$ cat config.mk
export PLATFORM = sky130hd
export DESIGN_NAME = pmc_power_clock
export DESIGN_NICKNAME = d
export VERILOG_FILES = /design/src/pmc_pkg.sv /design/src/pmc_power_clock.sv /design/src/pmc_multiplier.sv
export SDC_FILE = /design/constraint.sdc
export NUM_CORES = 1
export LEC_CHECK = 0
export ABC_AREA = 1
export BUFFER_PORTS_ARGS = -buffer_cell sky130_fd_sc_hd__buf_2
export CAP_MARGIN = 40
export CORE_MARGIN = 2
export CORE_UTILIZATION = 30
export CTS_CLUSTER_DIAMETER = 100
export DETAILED_ROUTE_END_ITERATION = 6
export GPL_TIMING_DRIVEN = 0
export MAX_ROUTING_LAYER = met4
export PLACE_DENSITY_LB_ADDON = 0.05
export SLEW_MARGIN = 20
export SYNTH_ARGS = -nofsm -noshare
export SYNTH_HDL_FRONTEND = slang
export SYNTH_SLANG_ARGS = --single-unit
$ cat constraint.sdc
create_clock -name i_clk_sys -period 3.4 [get_ports i_clk_sys]
set_clock_uncertainty 0.05 [all_clocks]
set_input_delay 0.51 -clock i_clk_sys [delete_from_list [all_inputs] [get_ports i_clk_sys]]
set_output_delay 0.51 -clock i_clk_sys [all_outputs]
set_load 0.01 [all_outputs]
$ cat src/pmc_pkg.sv
/*
  Shared constants for the power mode and system clock control block:
  register addresses, field positions, reset values, clock source codes
  and timing figures.
  Assumes a 100 MHz i_clk_sys and an 8-bit special function register port.
*/
package pmc_pkg;

  // Register addresses on the special function register port
  localparam logic [7:0] ADDR_POWER_CONTROL       = 8'h87;
  localparam logic [7:0] ADDR_SYSTEM_CLOCK_SELECT = 8'h8F;
  localparam logic [7:0] ADDR_CLOCK_MULT_CONTROL  = 8'h97;

  localparam logic [7:0] RESET_POWER_CONTROL      = 8'h00;
  localparam logic [7:0] RESET_SYSTEM_CLOCK_SEL   = 8'h00;
  localparam logic [7:0] RESET_CLOCK_MULT_CONTROL = 8'h00;

  // power_control fields
  localparam int PC_IDLE_BIT  = 0;
  localparam int PC_STOP_BIT  = 1;
  localparam int PC_FLAGS_LSB = 2;
  localparam int PC_FLAGS_MSB = 7;

  // clock_multiplier_control fields
  localparam int CM_SEL_LSB   = 0;
  localparam int CM_SEL_MSB   = 1;
  localparam int CM_DIV_LSB   = 2;
  localparam int CM_DIV_MSB   = 4;
  localparam int CM_READY_BIT = 5;
  localparam int CM_INIT_BIT  = 6;
  localparam int CM_EN_BIT    = 7;

  // clock_source_field codes
  localparam logic [1:0] SRC_INTERNAL   = 2'h0;
  localparam logic [1:0] SRC_EXTERNAL   = 2'h1;
  localparam logic [1:0] SRC_MULTIPLIER = 2'h2;

  // multiplier_input_select bit meanings
  localparam int MSEL_EXT_BIT = 0;
  localparam int MSEL_X4_BIT  = 1;

  localparam logic [2:0] SCALE_UNITY = 3'h0;

  // Timing
  localparam int CLK_PERIOD_NS      = 10;
  localparam int MCD_TIMEOUT_US     = 100;
  localparam int MCD_TIMEOUT_CYCLES = (MCD_TIMEOUT_US * 1000) / CLK_PERIOD_NS;

  typedef enum logic [1:0] {
    PMC_RUN,
    PMC_IDLE,
    PMC_STOP,
    PMC_SUSPEND
  } pmc_mode_t;

endpackage : pmc_pkg

$ cat src/pmc_power_clock.sv
/*
  Power mode (idle, stop, suspend) and system clock source control with
  its three special function registers, internal oscillator divider,
  missing clock detector and clock multiplier.
  Assumes the core pulses i_instr_done when an instruction completes and
  reads registers over the SFR port; clocks are modelled as tick enables.
*/
module pmc_power_clock
  import pmc_pkg::*;
#(
  parameter int MCD_CYCLES  = MCD_TIMEOUT_CYCLES,
  parameter int INT_OSC_DIV = 4,
  parameter int LOCK_CYCLES = 256
) (
  input  wire logic       i_clk_sys,          // System clock, 100 MHz
  input  wire logic       i_rst,              // External reset, active high
  input  wire logic [7:0] i_sfr_addr,         // SFR address
  input  wire logic [7:0] i_sfr_wdata,        // SFR write data
  input  wire logic       i_sfr_wr,           // SFR write strobe
  input  wire logic       i_sfr_rd,           // SFR read strobe
  output logic      [7:0] o_sfr_rdata,        // SFR read data, one cycle later
  output logic            o_sfr_hit,          // Read address was ours
  input  wire logic       i_instr_done,       // Core finished an instruction
  input  wire logic       i_suspend_set,      // Suspend bit written 1
  input  wire logic [1:0] i_int_osc_divider,  // Internal oscillator divide 2^n
  input  wire logic       i_mcd_enable,       // missing_clock_detector enable
  input  wire logic       i_irq_pending,      // Interrupt pending, ends idle
  input  wire logic       i_ext_osc,          // External oscillator pin
  input  wire logic       i_port_match,       // Port match pin event
  input  wire logic       i_comp_low,         // Comparator output is low
  input  wire logic       i_comp_wake_en,     // Comparator wake enabled
  output logic            o_sys_tick,         // system_clock tick
  output logic            o_cpu_tick,         // CPU clock tick
  output logic            o_periph_tick,      // Peripheral clock tick
  output logic            o_int_osc_run,      // Internal oscillator running
  output logic            o_port_match_on,    // Port match logic active
  output logic            o_wake,             // Non-reset wake pulse
  output logic            o_core_reset,       // Internal reset to core
  output logic [1:0]      o_mode              // Current power mode
);

  // Synchronisers: bit 0 ext osc, bit 1 port match, bit 2 comparator low
  logic [2:0] sync1, sync2;
  logic       ext_prev;
  logic       ext_tick;

  always_ff @(posedge i_clk_sys) begin
    if (i_rst) begin
      sync1    <= '0;
      sync2    <= '0;
      ext_prev <= 1'b0;
    end else begin
      sync1    <= {i_comp_low, i_port_match, i_ext_osc};
      sync2    <= sync1;
      ext_prev <= sync2[0];
    end
  end

  // External oscillator keeps running in every mode
  assign ext_tick = sync2[0] && !ext_prev;

  // Registers and power mode state
  logic [5:0]  sw_flags, next_sw_flags;
  logic [1:0]  clk_src, next_clk_src;
  logic        mul_en, next_mul_en;
  logic        mul_init, next_mul_init;
  logic [2:0]  mul_scale, next_mul_scale;
  logic [1:0]  mul_sel, next_mul_sel;
  pmc_mode_t   mode, next_mode;
  logic        pend_stop, next_pend_stop;
  logic        pend_idle, next_pend_idle;
  logic        pend_susp, next_pend_susp;
  logic        wake, next_wake;
  logic [7:0]  rdata, next_rdata;
  logic        hit, next_hit;
  logic        mcd_fire, next_mcd_fire;
  logic [15:0] mcd_cnt, next_mcd_cnt;
  logic [7:0]  osc_cnt, next_osc_cnt;
  logic        int_tick, next_int_tick;
  logic        mul_tick;
  logic        mul_ready;
  logic        mul_init_pulse;
  logic        sys_tick;
  logic        dev_rst;
  logic        wr_pc, wr_cs, wr_cm;

  // An MISSING_CLOCK_DETECTOR timeout acts as an internal reset of this block as well
  assign dev_rst = i_rst || mcd_fire;
  assign wr_pc   = i_sfr_wr && i_sfr_addr == ADDR_POWER_CONTROL;
  assign wr_cs   = i_sfr_wr && i_sfr_addr == ADDR_SYSTEM_CLOCK_SELECT;
  assign wr_cm   = i_sfr_wr && i_sfr_addr == ADDR_CLOCK_MULT_CONTROL;
  assign mul_init_pulse = wr_cm && i_sfr_wdata[CM_INIT_BIT] && i_sfr_wdata[CM_EN_BIT];

  pmc_multiplier #(
    .PERIOD_W    (16),
    .LOCK_CYCLES (LOCK_CYCLES)
  ) u_mul (
    .i_clk_sys  (i_clk_sys),
    .i_rst      (dev_rst),
    .i_src_tick (mul_sel[MSEL_EXT_BIT] ? ext_tick : int_tick),
    .i_enable   (mul_en),
    .i_init     (mul_init_pulse),
    .i_x4       (mul_sel[MSEL_X4_BIT]),
    .i_scale    (mul_scale),
    .o_tick     (mul_tick),
    .o_ready    (mul_ready)
  );

  always_comb begin
    unique case (clk_src)
      SRC_INTERNAL:   sys_tick = int_tick;
      SRC_EXTERNAL:   sys_tick = ext_tick;
      SRC_MULTIPLIER: sys_tick = mul_tick;
      default:        sys_tick = int_tick;
    endcase
  end

  always_comb begin
    next_sw_flags  = sw_flags;
    next_clk_src   = clk_src;
    next_mul_en    = mul_en;
    next_mul_init  = mul_init;
    next_mul_scale = mul_scale;
    next_mul_sel   = mul_sel;
    next_mode      = mode;
    next_pend_stop = pend_stop;
    next_pend_idle = pend_idle;
    next_pend_susp = pend_susp;
    next_wake      = 1'b0;
    next_hit       = 1'b0;
    next_rdata     = rdata;
    next_mcd_fire  = 1'b0;
    next_mcd_cnt   = mcd_cnt;
    next_osc_cnt   = osc_cnt;
    next_int_tick  = 1'b0;

    if (wr_pc) begin
      next_sw_flags = i_sfr_wdata[PC_FLAGS_MSB:PC_FLAGS_LSB];
      if (i_sfr_wdata[PC_STOP_BIT]) begin
        next_pend_stop = 1'b1;
      end
      if (i_sfr_wdata[PC_IDLE_BIT]) begin
        next_pend_idle = 1'b1;
      end
    end
    if (wr_cs) begin
      next_clk_src = i_sfr_wdata[1:0];
    end
    if (wr_cm) begin
      next_mul_en    = i_sfr_wdata[CM_EN_BIT];
      next_mul_init  = i_sfr_wdata[CM_INIT_BIT];
      next_mul_scale = i_sfr_wdata[CM_DIV_MSB:CM_DIV_LSB];
      next_mul_sel   = i_sfr_wdata[CM_SEL_MSB:CM_SEL_LSB];
    end
    if (i_suspend_set) begin
      next_pend_susp = 1'b1;
    end

    if (i_sfr_rd) begin
      next_hit = 1'b1;
      unique case (i_sfr_addr)
        ADDR_POWER_CONTROL:       next_rdata = {sw_flags, 2'b00};
        ADDR_SYSTEM_CLOCK_SELECT: next_rdata = {6'b000000, clk_src};
        ADDR_CLOCK_MULT_CONTROL:  next_rdata = {mul_en, mul_init, mul_ready,
                                                mul_scale, mul_sel};
        default: begin
          next_rdata = 8'h00;
          next_hit   = 1'b0;
        end
      endcase
    end

    // Mode changes take effect once the setting instruction completes
    unique case (mode)
      PMC_RUN: begin
        if (i_instr_done) begin
          // A bit set by the completing instruction itself must not be lost
          if (next_pend_stop) begin
            next_mode = PMC_STOP;
          end else if (next_pend_susp) begin
            next_mode = PMC_SUSPEND;
          end else if (next_pend_idle) begin
            next_mode = PMC_IDLE;
          end
          next_pend_stop = 1'b0;
          next_pend_susp = 1'b0;
          next_pend_idle = 1'b0;
        end
      end
      PMC_IDLE: begin
        if (i_irq_pending) begin
          next_mode = PMC_RUN;
        end
      end
      PMC_STOP: begin
        next_mode = PMC_STOP;
      end
      PMC_SUSPEND: begin
        if (sync2[1] || (sync2[2] && i_comp_wake_en)) begin
          next_mode = PMC_RUN;
          next_wake = 1'b1;
        end
      end
    endcase

    // Internal oscillator halts in stop and suspend
    if (mode != PMC_STOP && mode != PMC_SUSPEND) begin
      if (osc_cnt >= 8'((INT_OSC_DIV << i_int_osc_divider) - 1)) begin
        next_osc_cnt  = '0;
        next_int_tick = 1'b1;
      end else begin
        next_osc_cnt = osc_cnt + 8'h01;
      end
    end

    // Missing clock detector watches for a silent system clock
    if (!i_mcd_enable || sys_tick) begin
      next_mcd_cnt = '0;
    end else if (mcd_cnt >= 16'(MCD_CYCLES - 1)) begin
      next_mcd_cnt  = '0;
      next_mcd_fire = 1'b1;
    end else begin
      next_mcd_cnt = mcd_cnt + 16'h0001;
    end
  end

  always_ff @(posedge i_clk_sys) begin
    if (dev_rst) begin
      sw_flags  <= RESET_POWER_CONTROL[PC_FLAGS_MSB:PC_FLAGS_LSB];
      clk_src   <= RESET_SYSTEM_CLOCK_SEL[1:0];
      mul_en    <= RESET_CLOCK_MULT_CONTROL[CM_EN_BIT];
      mul_init  <= RESET_CLOCK_MULT_CONTROL[CM_INIT_BIT];
      mul_scale <= RESET_CLOCK_MULT_CONTROL[CM_DIV_MSB:CM_DIV_LSB];
      mul_sel   <= RESET_CLOCK_MULT_CONTROL[CM_SEL_MSB:CM_SEL_LSB];
      mode      <= PMC_RUN;
      pend_stop <= 1'b0;
      pend_idle <= 1'b0;
      pend_susp <= 1'b0;
      wake      <= 1'b0;
      rdata     <= 8'h00;
      hit       <= 1'b0;
      mcd_cnt   <= '0;
      osc_cnt   <= '0;
      int_tick  <= 1'b0;
    end else begin
      sw_flags  <= next_sw_flags;
      clk_src   <= next_clk_src;
      mul_en    <= next_mul_en;
      mul_init  <= next_mul_init;
      mul_scale <= next_mul_scale;
      mul_sel   <= next_mul_sel;
      mode      <= next_mode;
      pend_stop <= next_pend_stop;
      pend_idle <= next_pend_idle;
      pend_susp <= next_pend_susp;
      wake      <= next_wake;
      rdata     <= next_rdata;
      hit       <= next_hit;
      mcd_cnt   <= next_mcd_cnt;
      osc_cnt   <= next_osc_cnt;
      int_tick  <= next_int_tick;
    end
  end

  // Fire flop sits outside dev_rst so the pulse is not cut by itself
  always_ff @(posedge i_clk_sys) begin
    if (i_rst) begin
      mcd_fire <= 1'b0;
    end else begin
      mcd_fire <= next_mcd_fire;
    end
  end

  // Registers keep their contents in suspend; only ticks are gated
  assign o_sys_tick      = sys_tick;
  assign o_cpu_tick      = sys_tick && mode == PMC_RUN;
  assign o_periph_tick   = sys_tick && (mode == PMC_RUN || mode == PMC_IDLE);
  assign o_int_osc_run   = mode != PMC_STOP && mode != PMC_SUSPEND;
  assign o_port_match_on = 1'b1;
  assign o_wake          = wake;
  assign o_core_reset    = mcd_fire;
  assign o_mode          = mode;
  assign o_sfr_rdata     = rdata;
  assign o_sfr_hit       = hit;

endmodule : pmc_power_clock

$ cat src/pmc_multiplier.sv
/*
  Clock multiplier model: measures the period of its input clock tick,
  produces ticks at two or four times that rate, scales only the times-four ticks by 2/N and
  reports lock after an initialisation period.
  Assumes i_src_tick is a one-cycle enable pulse on i_clk_sys.
*/
module pmc_multiplier
  import pmc_pkg::*;
#(
  parameter int PERIOD_W    = 16,
  parameter int LOCK_CYCLES = 256
) (
  input  wire logic       i_clk_sys,   // System clock
  input  wire logic       i_rst,       // Synchronous reset
  input  wire logic       i_src_tick,  // Selected input clock tick
  input  wire logic       i_enable,    // multiplier_enable
  input  wire logic       i_init,      // Initialise request pulse
  input  wire logic       i_x4,        // Times four when set
  input  wire logic [2:0] i_scale,     // multiplier_scaling
  output logic            o_tick,      // Scaled output tick
  output logic            o_ready      // multiplier_ready
);

  logic [PERIOD_W-1:0] period_cnt, next_period_cnt;
  logic [PERIOD_W-1:0] period, next_period;
  logic [PERIOD_W-1:0] phase, next_phase;
  logic [PERIOD_W-1:0] step;
  logic [PERIOD_W-1:0] lock_cnt, next_lock_cnt;
  logic                locking, next_locking;
  logic                ready, next_ready;
  logic [3:0]          acc, next_acc;
  logic                tick_q, next_tick;
  logic                raw;
  logic [3:0]          n_div;

  always_comb begin
    step            = i_x4 ? (period >> 2) : (period >> 1);
    n_div           = {1'b0, i_scale};
    next_period_cnt = period_cnt + 1'b1;
    next_period     = period;
    next_phase      = phase + 1'b1;
    next_lock_cnt   = lock_cnt;
    next_locking    = locking;
    next_ready      = ready;
    next_acc        = acc;
    next_tick       = 1'b0;
    raw             = 1'b0;
    if (i_src_tick) begin
      next_period     = period_cnt + 1'b1;
      next_period_cnt = '0;
      next_phase      = '0;
      raw             = (step != '0);
    end else if (step != '0 && phase >= step - 1'b1) begin
      next_phase = '0;
      raw        = 1'b1;
    end
    // Odd 2/N settings give uneven tick spacing, hence the non-50% duty
    if (raw && ready) begin
      // Codes up to 010 give unity; from 011 two ticks pass for every N
      if (!i_x4 || i_scale == SCALE_UNITY || n_div <= 4'h2) begin
        next_tick = 1'b1;
      end else if (acc + 4'h2 >= n_div) begin
        next_acc  = acc + 4'h2 - n_div;
        next_tick = 1'b1;
      end else begin
        next_acc = acc + 4'h2;
      end
    end
    if (locking) begin
      next_lock_cnt = lock_cnt + 1'b1;
      if (lock_cnt >= PERIOD_W'(LOCK_CYCLES - 1) && period != '0) begin
        next_locking = 1'b0;
        next_ready   = 1'b1;
      end
    end
    if (i_init && i_enable) begin
      next_locking  = 1'b1;
      next_ready    = 1'b0;
      next_lock_cnt = '0;
    end
    if (!i_enable) begin
      next_locking = 1'b0;
      next_ready   = 1'b0;
      next_acc     = '0;
      next_tick    = 1'b0;
    end
  end

  always_ff @(posedge i_clk_sys) begin
    if (i_rst) begin
      period_cnt <= '0;
      period     <= '0;
      phase      <= '0;
      lock_cnt   <= '0;
      locking    <= 1'b0;
      ready      <= 1'b0;
      acc        <= '0;
      tick_q     <= 1'b0;
    end else begin
      period_cnt <= next_period_cnt;
      period     <= next_period;
      phase      <= next_phase;
      lock_cnt   <= next_lock_cnt;
      locking    <= next_locking;
      ready      <= next_ready;
      acc        <= next_acc;
      tick_q     <= next_tick;
    end
  end

  assign o_tick  = tick_q;
  assign o_ready = ready;

endmodule : pmc_multiplier

Word level (Yosys, flattened, before mapping). Index checks and enable logic that the tools add are counted. Widths: inputs -> output; s select.

Add/sub/neg operators: 9. $lt $le $gt $ge: 6. Equality and inequality tests: 14. Shift operators: 1. Mux-type cells: 35. Bitwise operators: 6. Reductions and logical operators: 42.

Operator list (count): $add 16x1->16 const B (4); $reduce_bool 16->1 (2); $eq 8x8->1 const B (3); $pmux 8 s3 (1); $mux 1 (23); $ge 16x14->1 const B (1); $ge 16x16->1 (1); $ge 16x8->1 const B (1); $sub 16x1->16 const B (1); $mux 15 (1); $reduce_or 3->1 (5); $logic_and 1x1->1 (14); $reduce_or 2->1 (7); $mux 2 (6); $ne 2x2->1 const B (5); $add 8x1->8 const B (1); $ge 8x8->1 (1); $mux 8 (1); $pmux 2 s4 (1); $shl 3x2->8 const A (1); $sub 8x2->8 const B (1); $eq 2x2->1 const B (3); $logic_or 1x1->1 (6); $not 1->1 (6); other kinds (13) (17).

Register bits: 134. Input port bits: 30. Output and inout bits: 18. Word-level logic and storage cells: 141.

Logic depth before layout (Yosys ltp). Gate-level depths: netlist (run 1).

Word-level depth: 9. Gate-level depth with buffers: 21.

Hierarchy. Synthesis (run 1) repeated with hierarchy kept, for this count alone.

Cells, all modules: 891. Area, all modules: 6801.5 µm².

By module, submodules not included: pmc_multiplier (instances 1, cells each 549, area each 4012.6 µm², sequential area each 1421.4 µm²); pmc_power_clock (instances 1, cells each 342, area each 2788.9 µm², sequential area each 1261.2 µm²).

Worst setup path before layout (run 1). OpenSTA, ideal clock, no wires.

Path kind: flip-flop to flip-flop. From: register mul_sel[1]. To: register u_mul.acc[1]. Data arrival time: 2.594 ns. Slack: 0.643 ns. Cell stages (with the launch flop): 19. Period minus slack after synthesis: 2.757 ns. Path through: dfxtp_1 -> buf_6 -> buf_6 -> o21ai_2 -> nand2_1 -> nor3_2 -> nand2_1 -> nor2_4 -> nand2_1 -> or3b_1 -> ha_1 -> a21oi_1 -> o21ai_0 -> nor2_1 -> nand3_1 -> nand3_1 -> nand2_1 -> nand2_1 -> nor2_1.

Longest elaborated chain between the ends: 8.

Ends and longest elaborated chain: from (decl) (line pmc_power_clock.sv:68) `logic [1:0] mul_sel, next_mul_sel;`; from (signal assigned) (line pmc_power_clock.sv:234) `mul_sel <= RESET_CLOCK_MULT_CONTROL[CM_SEL_MSB:CM_SEL_LSB];`; from (signal assigned) (line pmc_power_clock.sv:251) `mul_sel <= next_mul_sel;`; $mux 15 (line pmc_multiplier.sv:37) `step = i_x4 ? (period >> 2) : (period >> 1);`; $sub 16x1->16 (line pmc_multiplier.sv:53) `end else if (step != '0 && phase >= step - 1'b1) begin`; $ge 16x16->1 (line pmc_multiplier.sv:53); $logic_and 1x1->1 (line pmc_multiplier.sv:53); $mux 1 (line pmc_multiplier.sv:53); $mux 1 (line pmc_multiplier.sv:48) `if (i_src_tick) begin`; $logic_and 1x1->1 (line pmc_multiplier.sv:58) `if (raw && ready) begin`; $reduce_and 2->1 (no source line) (*); to (signal assigned) (line pmc_multiplier.sv:106) `acc <= next_acc;`; to (decl) (line pmc_multiplier.sv:31) `logic [3:0] acc, next_acc;`.

Every way passes the cells marked *; elsewhere a longest branch is shown, timed or not. A chain may end at the register's enable or synchronous reset.

Final worst setup path (run 1).
From: register mul_sel[1]. To: register u_mul.phase[15].

Longest elaborated chain between the ends: 5.

Ends and longest elaborated chain: $mux 15 (*) (line pmc_multiplier.sv:37); $sub 16x1->16 (line pmc_multiplier.sv:53); $ge 16x16->1 (line pmc_multiplier.sv:53); $logic_and 1x1->1 (*) (line pmc_multiplier.sv:53); $reduce_or 3->1 (no source line) (*); to (signal assigned) (line pmc_multiplier.sv:102) `phase <= next_phase;`; to (decl) (line pmc_multiplier.sv:26) `logic [PERIOD_W-1:0] phase, next_phase;`.

Marked as above.

==> impl_metrics.csv, run 1 <==
group,metric,value,unit
run_status,run_status,"complete, no violations",
detailed_routing,first_pass_iteration_count_of_the_detailed_router,4,
clocking,cts_made_buffers,17,
synth,post_synth_and_or_nand_nor_area_fraction,0.273,
die,floorplan.io_pins,48,
setup_path,r2r_slack,0.27,ns
clocking,clk_transition_reported_paths,0.06,ns
setup_path,timing.critical_path.to_type,"register",
hold_path,hold_end,"sync1[2]$_SDFF_PP0_",
die,horizontal_die_dimension,152,µm
setup_path,rr_worst_depth,21,
synth,postSynth.asyncResetShare,0,
detailed_routing,drc_marker_count_from_the_first_detailed_route_iteration,205,
sta,hold_viol_final,0,
synth,syn_area_per_cell,7.61,µm²
sta,final.setup.tns,0,ns
sta,timing.final.crit_period,3.13,ns
setup_path,start_kind,"register",
die,chip_height,152,µm
clocking,clk-insertion-delay-late,0.42,ns
synth,synth_fa_ha_area_frac,0.0621,
synth,synth_xor_xnor_area_share,0.0720,
detailed_routing,drt_drc_violations_left,0,
cells_and_area,mostFrequentLayoutCell,"sky130_fd_sc_hd__nand2_1",
die,die-area,0.0231,mm²
setup_path,cp_data_required_time,3.66,ns
setup_path,worst-endpoint-arrival,3.38,ns
synth,seq_area_frac_synth,0.408,
hold_path,min_path_cells,3,
pwr,peakVddDrop,0.259,mV
synth,synth_edf_count,0,
sta,slew_headroom,0.655,
place,post-dp-hpwl,10700,µm
synth,register_bit_count_reported_by_yosys,134,
global_route,sum_of_overflow_across_all_layers_after_global_routing,0,
place,placement.io_buffers,44,
synth,synth.distinct_cells,48,
cells_and_area,most_used_cells_in_the_layout_excluding_fill_and_tap_cells,"153 x sky130_fd_sc_hd__nand2_1, 134 x sky130_fd_sc_hd__dfxtp_1, 112 x sky130_fd_sc_hd__inv_1",
detailed_routing,vias,5322,
detailed_routing,routed_via_density,4.36,
die,initial_core_util,0.303,
synth,ys_top_cells_by_area,"sky130_fd_sc_hd__dfxtp_1 41%, sky130_fd_sc_hd__nand2_1 8.7%, sky130_fd_sc_hd__inv_1 6.4%, sky130_fd_sc_hd__ha_1 5.9%, sky130_fd_sc_hd__nor2_1 5.9%",
synth,synth_compound_gate_area_share,0.0992,
sta,drv_slew,0,
synth,synth_top_family_by_area,"simple AND/OR/NAND/NOR gates",
cells_and_area,drive_gt1_frac,0.134,
sta,worstMarginPinSlew,0.518,ns
synth,syn-cell-area,0.00657,mm²
global_route,groute.usage.overall,0.131,
cells_and_area,layout-area-overhead-vs-synth,18.5,%
setup_path,critical_path_peak_fanout,10,
synth,synth-main-ff-cell,"sky130_fd_sc_hd__dfxtp_1",
clocking,clock_sink_count,134,
synth,synth_area_leader_cell,"sky130_fd_sc_hd__dfxtp_1",
detailed_routing,routed_wl,14100,µm
global_route,grt_pass1_vias,5089,
sta,finalSetupViolCount,0,
clocking,clock_tree.htree_level_count,4,
clocking,cts.hold.buffers_added,0,
sta,post-route-worst-setup-slack,0.274,ns
synth,synth_top_area_frac,0.408,
job,max_cap_viol_count,0,
place,post-place-ws,0.172,ns
synth,netlist_instances,864,
global_route,grt_first_pass_wirelength,24400,µm
detailed_routing,postRouteAntennaNets,0,
sta,fmaxAchievable,320,MHz
setup_path,worst_r2r_startpoint,"mul_sel[1]$_SDFFE_PP0P_",
hold_path,timing.hold.worst.class,"input port to register",
cells_and_area,design.final.nets,991,
die,fp.coreArea,0.0217,mm²
synth,synth.yosys.warnings,0,
clocking,max-clock-path-buffers,2,
detailed_routing,avgRoutedWirePerCell,11.6,µm
pwr,power_total,0.00369,W
place,place.gp.congestion,0.771,
die,core.rowCount,54,
clocking,cts_tree,"done",
synth,yosys-mux-area-fraction,0,
sta,finalCritPeriodShare,0.919,
setup_path,crit_type,"register to register",
global_route,grt_max_degree,17,
pwr,p_leak,3.28,nW
global_route,initial_antenna_violation_count,1,
hold_path,hold_path_startpoint,"i_comp_low",
setup_path,reg2reg_to,"u_mul.phase[15]$_SDFF_PP0_",
pwr,power-per-cell-area,474,mW/mm²
clocking,clock-root-buffer,"sky130_fd_sc_hd__clkbuf_16",
cells_and_area,final_util,0.359,
-- what timing repair did --
| item | 4_1_cts | 5_1_grt |
|---|---|---|
| setup endpoints to repair | 0 | 15 |
| gates resized for setup | 0 | 5 |
| buffers inserted | 0 | 1 |
-- stage by stage --
step | std cells | instance area [µm²] | hold slack [ns]
2_1_floorplan | 865 | 6580 | 0.338
3_3_place_gp | 1189 | 7150 | 0.343
3_5_place_dp | 1189 | 7150 | 0.343
4_1_cts | 1220 | 7750 | 0.223
5_1_grt | 1222 | 7790 | 0.233
6_report | 1222 | 7790 | 0.246
-- routing by layer --
layer	wire (µm)	vias to the layer above	share of wire	global-route usage
met2	6180	47	0.44	0.198
li1	-	2939	-	-
met4	174	0	0.012	0.0454
met3	395	13	0.028	0.0325
met5	0	-	0	-
met1	7380	2323	0.52	0.172
-- cells in the mapped netlist, drive strengths merged (2+ instances only) --
cell	n
conb	2
ha	31
inv	115
or2	2
o21bai	2
o211ai	2
nor2	119
nor3b	9
xor2	39
and2	2
o21ai	36
clkinv	3
xnor2	15
dfxtp	134
nand3	36
o22ai	18
nand4	23
nor4	11
a31oi	3
nor3	17
a21oi	53
buf	10
nand2	162
nand3b	3
and3	2
clkbuf	9
-- critical path, stage by stage (launching register included) --
cell	delay, ns
sky130_fd_sc_hd__dfxtp_1	0.33
sky130_fd_sc_hd__buf_6	0.15
sky130_fd_sc_hd__buf_6	0.15
sky130_fd_sc_hd__nand2_1	0.07
sky130_fd_sc_hd__o21ai_2	0.09
sky130_fd_sc_hd__ha_2	0.22
sky130_fd_sc_hd__nand3_1	0.14
sky130_fd_sc_hd__nor2_4	0.21
sky130_fd_sc_hd__nand3_4	0.12
sky130_fd_sc_hd__nor2_4	0.12
sky130_fd_sc_hd__inv_2	0.05
sky130_fd_sc_hd__o31ai_1	0.06
sky130_fd_sc_hd__inv_1	0.09
sky130_fd_sc_hd__ha_1	0.30
sky130_fd_sc_hd__nand4_1	0.12
sky130_fd_sc_hd__nor3_1	0.14
sky130_fd_sc_hd__nand2_1	0.12
sky130_fd_sc_hd__nand2_1	0.09
sky130_fd_sc_hd__nand2_2	0.06
sky130_fd_sc_hd__nand2_4	0.13
sky130_fd_sc_hd__buf_12	0.16
sky130_fd_sc_hd__nor2_2	0.04
-- kinds of logic (layout without fill, tap and decap cells) --
group,Yosys count,count (layout)
xor+xnor,54,54
compound gates,118,118
simple gates,387,387
fa+ha+maj,32,32
buf+inv,137,213
flops,134,134
other cells,2,4
-- how the worst max path moves through the flow --
stage	cells after the start	slack, ns	from	end
floorplan	18	0.64	mul_sel[1]$_SDFFE_PP0P_	u_mul.acc[1]$_SDFFE_PP0P_
global placement	21	0.15	mul_sel[1]$_SDFFE_PP0P_	u_mul.phase[14]$_SDFF_PP0_
detailed placement	21	0.17	mul_sel[1]$_SDFFE_PP0P_	u_mul.acc[1]$_SDFFE_PP0P_
CTS	21	0.14	mul_sel[1]$_SDFFE_PP0P_	u_mul.acc[1]$_SDFFE_PP0P_
global route	21	-0.006	mul_sel[1]$_SDFFE_PP0P_	u_mul.acc[1]$_SDFFE_PP0P_
finish	21	0.27	mul_sel[1]$_SDFFE_PP0P_	u_mul.phase[15]$_SDFF_PP0_
-- report_power, final --
group          switching [W]  leakage [nW]  internal (W)  total, W
registers          0.0000153          1.08       0.00159   0.00161
logic               0.000109          1.90     0.0000594  0.000168
clock network       0.000739         0.292       0.00118   0.00192
-- state kept, by name, indices dropped and copies added, names as in the netlist, 2 cells and up --
| register | flops |
|---|---|
| u_mul.lock_cnt | 16 |
| sync1 | 3 |
| u_mul.acc | 4 |
| clk_src | 2 |
| o_sfr_rdata | 8 |
| sync2 | 3 |
| u_mul.phase | 16 |
| osc_cnt | 8 |
| sw_flags | 6 |
| u_mul.period | 16 |
| mcd_cnt | 16 |
| mul_scale | 3 |
| o_mode | 2 |
| u_mul.period_cnt | 16 |
| mul_sel | 2 |
-- final cells by class --
cell class | instances | area [µm²]
sequential | 134 | 2680
antenna | 1 | 2.50
tap | 280 | 350
clock buffer | 18 | 439
multi-input combinational | 594 | 3350
timing repair buffer | 45 | 228
fill | 2309 | 13900
clock inverter | 13 | 169
inverter | 118 | 445
buffer | 19 | 119
Note: power is estimated with default switching activity, not from simulation.
==> inputs of run 2 (changes only) <==
PLACE_DENSITY_LB_ADDON = not set   (was 0.05)
==> impl_metrics.csv, run 2 (synthesis results as in run 1) <==
group,metric,value,unit
sta,fmaxAchievable,322,MHz
clocking,clock-root-buffer,"sky130_fd_sc_hd__clkbuf_16",
global_route,grt_max_degree,17,
setup_path,reg2reg_to,"u_mul.acc[0]$_SDFFE_PP0P_",
place,place.gp.congestion,0.830,
place,placement.io_buffers,44,
pwr,power-per-cell-area,459,mW/mm²
detailed_routing,drc_marker_count_from_the_first_detailed_route_iteration,194,
hold_path,hold_path_startpoint,"i_comp_low",
hold_path,hold_end,"sync1[2]$_SDFF_PP0_",
clocking,cts.hold.buffers_added,0,
setup_path,worst_r2r_startpoint,"mul_sel[1]$_SDFFE_PP0P_",
pwr,peakVddDrop,0.374,mV
cells_and_area,n_fill_cell,2244,
place,post-place-ws,0.250,ns
global_route,initial_antenna_violation_count,0,
clocking,post_cts.repair.setup_buffers,0,
hold_path,min_path_cells,3,
setup_path,timing.critical_path.to_type,"register",
detailed_routing,routed_wl,12900,µm
cells_and_area,finish.instance_area,0.00773,mm²
global_route,sum_of_overflow_across_all_layers_after_global_routing,0,
setup_path,crit_path_start,"mul_sel[1]$_SDFFE_PP0P_",
global_route,grt_first_pass_wirelength,22500,µm
detailed_routing,postRouteAntennaNets,0,
cells_and_area,drive_gt1_frac,0.131,
clocking,clock_tree.htree_level_count,4,
sta,hold_viol_final,0,
place,post-dp-hpwl,9760,µm
sta,grt_setup_unrepaired,"false",
detailed_routing,drt_drc_violations_left,0,
detailed_routing,route.met3.wl,358,µm
cells_and_area,most_used_cells_in_the_layout_excluding_fill_and_tap_cells,"153 x sky130_fd_sc_hd__nand2_1, 134 x sky130_fd_sc_hd__dfxtp_1, 112 x sky130_fd_sc_hd__inv_1",
cells_and_area,design.final.nets,990,
detailed_routing,avgRoutedWirePerCell,10.5,µm
sta,finalCritPeriodShare,0.914,
sta,final.hold.worst_slack,0.247,ns
sta,timing.final.crit_period,3.11,ns
cells_and_area,antenna-diode-count,0,
die,horizontal_die_dimension,152,µm
clocking,max-clock-path-buffers,2,
sta,finalSetupViolCount,0,
detailed_routing,first_pass_iteration_count_of_the_detailed_router,4,
place,placed_cells,1189,
setup_path,cp_data_required_time,3.70,ns
die,floorplan.io_pins,48,
die,fp.coreArea,0.0217,mm²
pwr,p_leak,3.24,nW
detailed_routing,vias,5425,
detailed_routing,route.met2.wl,5810,µm
sta,post-route-worst-setup-slack,0.293,ns
cells_and_area,final-seq-area,0.00268,mm²
setup_path,critical_path_peak_fanout,10,
clocking,clock_sink_count,134,
die,die-area,0.0231,mm²
clocking,post_cts_resize_count,0,
die,core.rowCount,54,
setup_path,worst-endpoint-arrival,3.41,ns
setup_path,crit_type,"register to register",
run_status,run_status,"complete, no violations",
job,max_cap_viol_count,0,
clocking,cts_made_buffers,17,
place,dpl_cell_area,0.00715,mm²
detailed_routing,met1_length,6530,µm
cells_and_area,instances_no_fill,1220,
sta,final.setup.tns,0,ns
global_route,groute.usage.overall,0.118,
setup_path,rr_worst_depth,21,
die,initial_core_util,0.303,
setup_path,start_kind,"register",
clocking,clk_transition_reported_paths,0.06,ns
detailed_routing,highest_layer,"met4",
global_route,grt_pass1_vias,5100,
hold_path,timing.hold.worst.class,"input port to register",
clocking,clk-insertion-delay-late,0.41,ns
cells_and_area,layout-area-overhead-vs-synth,17.7,%
cells_and_area,mostFrequentLayoutCell,"sky130_fd_sc_hd__nand2_1",
die,chip_height,152,µm
detailed_routing,routed_via_density,4.45,
setup_path,r2r_slack,0.29,ns
clocking,cts_tree,"done",
cells_and_area,area_occupied_by_multi_input_gates,0.00335,mm²
sta,drv_slew,0,
==> run 2: changes by cell type in the layout (fill, tap and decap cells not counted), moves of 2 or more <==
cell / before / now
sky130_fd_sc_hd__clkbuf_8: 1 / 4
sky130_fd_sc_hd__inv_6: 4 / 2
sky130_fd_sc_hd__clkinvlp_4: 3 / 5
sky130_fd_sc_hd__clkinv_2: 2 / 0
sky130_fd_sc_hd__bufinv_16: 3 / 1
==> run 2: worst max path at each step <==
stage | endpoint | slack (ns) | cells past startpoint
after floorplan | u_mul.acc[1]$_SDFFE_PP0P_ | 0.64 | 18
after global placement | u_mul.acc[1]$_SDFFE_PP0P_ | 0.25 | 20
after detailed placement | u_mul.acc[1]$_SDFFE_PP0P_ | 0.25 | 20
after CTS | u_mul.acc[1]$_SDFFE_PP0P_ | 0.23 | 20
after global routing | u_mul.acc[0]$_SDFFE_PP0P_ | 0.008 | 20
final | u_mul.acc[0]$_SDFFE_PP0P_ | 0.29 | 21
==> run 2: metal layers <==
| layer | vias to the layer above | GRT usage |
|---|---|---|
| met3 | 14 | 0.0294 |
| li1 | 2927 | - |
| met2 | 56 | 0.191 |
| met5 | - | - |
| met1 | 2428 | 0.146 |
| met4 | 0 | 0.0383 |
==> run 2: critical path, cell delays in order, from the launching register on <==
cell	delay, ns
sky130_fd_sc_hd__dfxtp_1	0.32
sky130_fd_sc_hd__buf_6	0.15
sky130_fd_sc_hd__buf_6	0.15
sky130_fd_sc_hd__nand2_1	0.07
sky130_fd_sc_hd__o21ai_2	0.09
sky130_fd_sc_hd__ha_1	0.22
sky130_fd_sc_hd__nand3_1	0.15
sky130_fd_sc_hd__nor2_4	0.19
sky130_fd_sc_hd__nand3_4	0.12
sky130_fd_sc_hd__nor2_4	0.11
sky130_fd_sc_hd__inv_2	0.05
sky130_fd_sc_hd__o31ai_1	0.06
sky130_fd_sc_hd__inv_1	0.08
sky130_fd_sc_hd__ha_1	0.30
sky130_fd_sc_hd__nand4_1	0.13
sky130_fd_sc_hd__nor3_1	0.15
sky130_fd_sc_hd__nand2_1	0.10
sky130_fd_sc_hd__nand3_1	0.17
sky130_fd_sc_hd__nand3_1	0.16
sky130_fd_sc_hd__nand2_1	0.09
sky130_fd_sc_hd__nand2_1	0.05
sky130_fd_sc_hd__nor2_1	0.09
==> run 2: metrics by stage <==
stage                     power [W]  utilization
final                       0.00355        0.357
after global routing        0.00369        0.357
after global placement      0.00181        0.330
after CTS                   0.00359        0.356
after detailed placement    0.00181        0.330
after floorplan             0.00175            -
==> run 2: layout make-up <==
class / instances / share of cell area
plain buffers: 19 / 0.0142
clock buffers: 22 / 0.0626
clock inverters: 9 / 0.0121
inverters: 118 / 0.0576
multi-input cells: 594 / 0.433
flip-flops and latches: 134 / 0.347
well taps: 280 / 0.0453
repair buffers: 44 / 0.0285
==> run 2: power breakdown <==
| part | internal, W | switching, W | total (W) |
|---|---|---|---|
| combinational | 0.0000577 | 0.000107 | 0.000165 |
| sequential | 0.00159 | 0.0000155 | 0.00161 |
| clock | 0.00108 | 0.000694 | 0.00178 |
==> inputs of run 3 (changes only) <==
clock period = 3.5 ns   (was 3.4 ns; I/O delays follow)
==> impl_metrics.csv, run 3 (synthesis results as in run 1) <==
group,metric,value,unit
pwr,p_leak,3.24,nW
cells_and_area,layout-area-overhead-vs-synth,17.5,%
cells_and_area,antenna-diode-count,0,
sta,finalCritPeriodShare,0.897,
setup_path,worst_r2r_startpoint,"mul_sel[1]$_SDFFE_PP0P_",
cells_and_area,mostFrequentLayoutCell,"sky130_fd_sc_hd__nand2_1",
detailed_routing,first_pass_iteration_count_of_the_detailed_router,4,
clocking,max-clock-path-buffers,2,
clocking,clock-root-buffer,"sky130_fd_sc_hd__clkbuf_16",
pwr,power_frac_comb,0.046,
setup_path,rr_worst_depth,20,
detailed_routing,drc_marker_count_from_the_first_detailed_route_iteration,193,
die,horizontal_die_dimension,152,µm
setup_path,path_cells,"buf_6 -> buf_6 -> nand2_1 -> o21ai_2 -> ha_1 -> nand3_1 -> nor2_2 -> nand3_4 -> nor2_4 -> inv_2 -> o31ai_1 -> inv_1 -> ha_1 -> nand4_1 -> nor3_1 -> nand2_1 -> nand3_1 -> nand3_1 -> nor2_1 -> nor2_1",
global_route,grt_max_degree,17,
place,post-dp-hpwl,9760,µm
sta,timing.final.crit_period,3.14,ns
cells_and_area,design.final.nets,990,
setup_path,crit_type,"register to register",
setup_path,worst-path-buf-inv,4,
clocking,clock_tree.htree_level_count,4,
pwr,power_frac_clock,0.501,
sta,fmaxAchievable,318,MHz
detailed_routing,vias,5421,
setup_path,r2r_slack,0.36,ns
setup_path,critical_path.max_stage_delay,0.32,ns
place,placed_cells,1189,
place,placement.io_buffers,44,
detailed_routing,routed_via_density,4.44,
cells_and_area,instances_no_fill,1220,
setup_path,reg2reg_to,"u_mul.acc[1]$_SDFFE_PP0P_",
global_route,grt_first_pass_wirelength,22500,µm
sta,final.setup.tns,0,ns
sta,drv_slew,0,
die,initial_core_util,0.303,
place,place.gp.congestion,0.830,
global_route,sum_of_overflow_across_all_layers_after_global_routing,0,
detailed_routing,drt_drc_violations_left,0,
pwr,cell_internal_pwr,0.00266,W
hold_path,min_path_cells,3,
run_status,run_status,"complete, no violations",
clocking,cts.hold.buffers_added,0,
global_route,grt_pass1_vias,5100,
clocking,clock_sink_count,134,
clocking,cts_tree,"done",
global_route,groute.usage.overall,0.118,
pwr,peakVddDrop,0.367,mV
pwr,power_total,0.00345,W
setup_path,cpMaxStageDelayCell,"sky130_fd_sc_hd__dfxtp_1",
setup_path,critical_path_peak_fanout,10,
cells_and_area,drive_gt1_frac,0.130,
pwr,p_sw,0.000796,W
setup_path,worst_path_most_repeated_cell,"sky130_fd_sc_hd__nand3_1",
setup_path,start_kind,"register",
pwr,power-per-cell-area,447,mW/mm²
detailed_routing,postRouteAntennaNets,0,
pwr,power_frac_seq,0.452,
sta,grt_setup_unrepaired,"false",
setup_path,path_delay_family,"simple AND/OR/NAND/NOR gates",
setup_path,worst-endpoint-arrival,3.40,ns
sta,finalSetupViolCount,0,
hold_path,hold_end,"sync1[2]$_SDFF_PP0_",
setup_path,timing.critical_path.to_type,"register",
die,chip_height,152,µm
clocking,cts_made_buffers,17,
setup_path,cp_data_required_time,3.76,ns
die,fp.coreArea,0.0217,mm²
detailed_routing,avgRoutedWirePerCell,10.5,µm
die,core.rowCount,54,
detailed_routing,routed_wl,12800,µm
clocking,clk-insertion-delay-late,0.42,ns
job,max_cap_viol_count,0,
pwr,power.share.switching,0.231,
clocking,post_cts.repair.setup_buffers,0,
clocking,post_cts_resize_count,0,
global_route,initial_antenna_violation_count,0,
sta,hold_viol_final,0,
hold_path,timing.hold.worst.class,"input port to register",
die,floorplan.io_pins,48,
hold_path,hold_path_startpoint,"i_comp_low",
cells_and_area,most_used_cells_in_the_layout_excluding_fill_and_tap_cells,"153 x sky130_fd_sc_hd__nand2_1, 134 x sky130_fd_sc_hd__dfxtp_1, 112 x sky130_fd_sc_hd__inv_1",
die,die-area,0.0231,mm²
clocking,clk_transition_reported_paths,0.06,ns
## run 3: worst max path at each step
stage / from / end / slack, ns / depth (start not counted)
after global routing: mul_sel[1]$_SDFFE_PP0P_ / u_mul.acc[1]$_SDFFE_PP0P_ / 0.03 / 21
after floorplan: mul_sel[1]$_SDFFE_PP0P_ / u_mul.acc[1]$_SDFFE_PP0P_ / 0.74 / 18
after detailed placement: mul_sel[1]$_SDFFE_PP0P_ / u_mul.acc[1]$_SDFFE_PP0P_ / 0.35 / 20
after global placement: mul_sel[1]$_SDFFE_PP0P_ / u_mul.acc[1]$_SDFFE_PP0P_ / 0.35 / 20
after CTS: mul_sel[1]$_SDFFE_PP0P_ / u_mul.acc[1]$_SDFFE_PP0P_ / 0.33 / 20
final: mul_sel[1]$_SDFFE_PP0P_ / u_mul.acc[1]$_SDFFE_PP0P_ / 0.36 / 20
## run 3: area by class of cell
cell class / instances / area [µm²]
flip-flops and latches: 134 / 2680
clock buffers: 22 / 484
clock inverters: 9 / 93.8
fillers: 2247 / 14000
multi-input cells: 594 / 3340
inverters: 118 / 445
well taps: 280 / 350
plain buffers: 19 / 110
repair buffers: 44 / 220
## run 3: metrics by stage
| stage | setup WS [ns] | area (µm²) | utilization | hold WS [ns] |
|---|---|---|---|---|
| after floorplan | 0.743 | 6580 | - | 0.338 |
| after global placement | 0.348 | 7150 | 0.330 | 0.344 |
| after detailed placement | 0.350 | 7150 | 0.330 | 0.353 |
| after CTS | 0.329 | 7720 | 0.356 | 0.244 |
| after global routing | 0.0334 | 7720 | 0.356 | 0.266 |
| final | 0.359 | 7720 | 0.356 | 0.260 |
## run 3: worst register-to-register path, stage by stage (launching register included)
cell and delay [ns]:
sky130_fd_sc_hd__dfxtp_1 0.32, sky130_fd_sc_hd__buf_6 0.14, sky130_fd_sc_hd__buf_6 0.15, sky130_fd_sc_hd__nand2_1 0.08
sky130_fd_sc_hd__o21ai_2 0.09, sky130_fd_sc_hd__ha_1 0.22, sky130_fd_sc_hd__nand3_1 0.12, sky130_fd_sc_hd__nor2_2 0.24
sky130_fd_sc_hd__nand3_4 0.13, sky130_fd_sc_hd__nor2_4 0.12, sky130_fd_sc_hd__inv_2 0.05, sky130_fd_sc_hd__o31ai_1 0.06
sky130_fd_sc_hd__inv_1 0.08, sky130_fd_sc_hd__ha_1 0.30, sky130_fd_sc_hd__nand4_1 0.13, sky130_fd_sc_hd__nor3_1 0.15
sky130_fd_sc_hd__nand2_1 0.10, sky130_fd_sc_hd__nand3_1 0.16, sky130_fd_sc_hd__nand3_1 0.17, sky130_fd_sc_hd__nor2_1 0.13
sky130_fd_sc_hd__nor2_1 0.05
## run 3: routing by layer
metal,track usage,wire [µm],up-vias
met5,-,0,-
met4,0.0383,160,0
met3,0.0294,325,15
met2,0.191,5790,51
met1,0.146,6560,2425
li1,-,-,2930
## run 3: power by group through the flow
stage,clock network [W],logic (W),registers [W]
final,0.00173,0.000160,0.00156
after global routing,0.00184,0.000185,0.00156
after CTS,0.00177,0.000162,0.00156
after detailed placement,0,0.000161,0.00159
after global placement,0,0.000160,0.00159
after floorplan,0,0.000105,0.00159
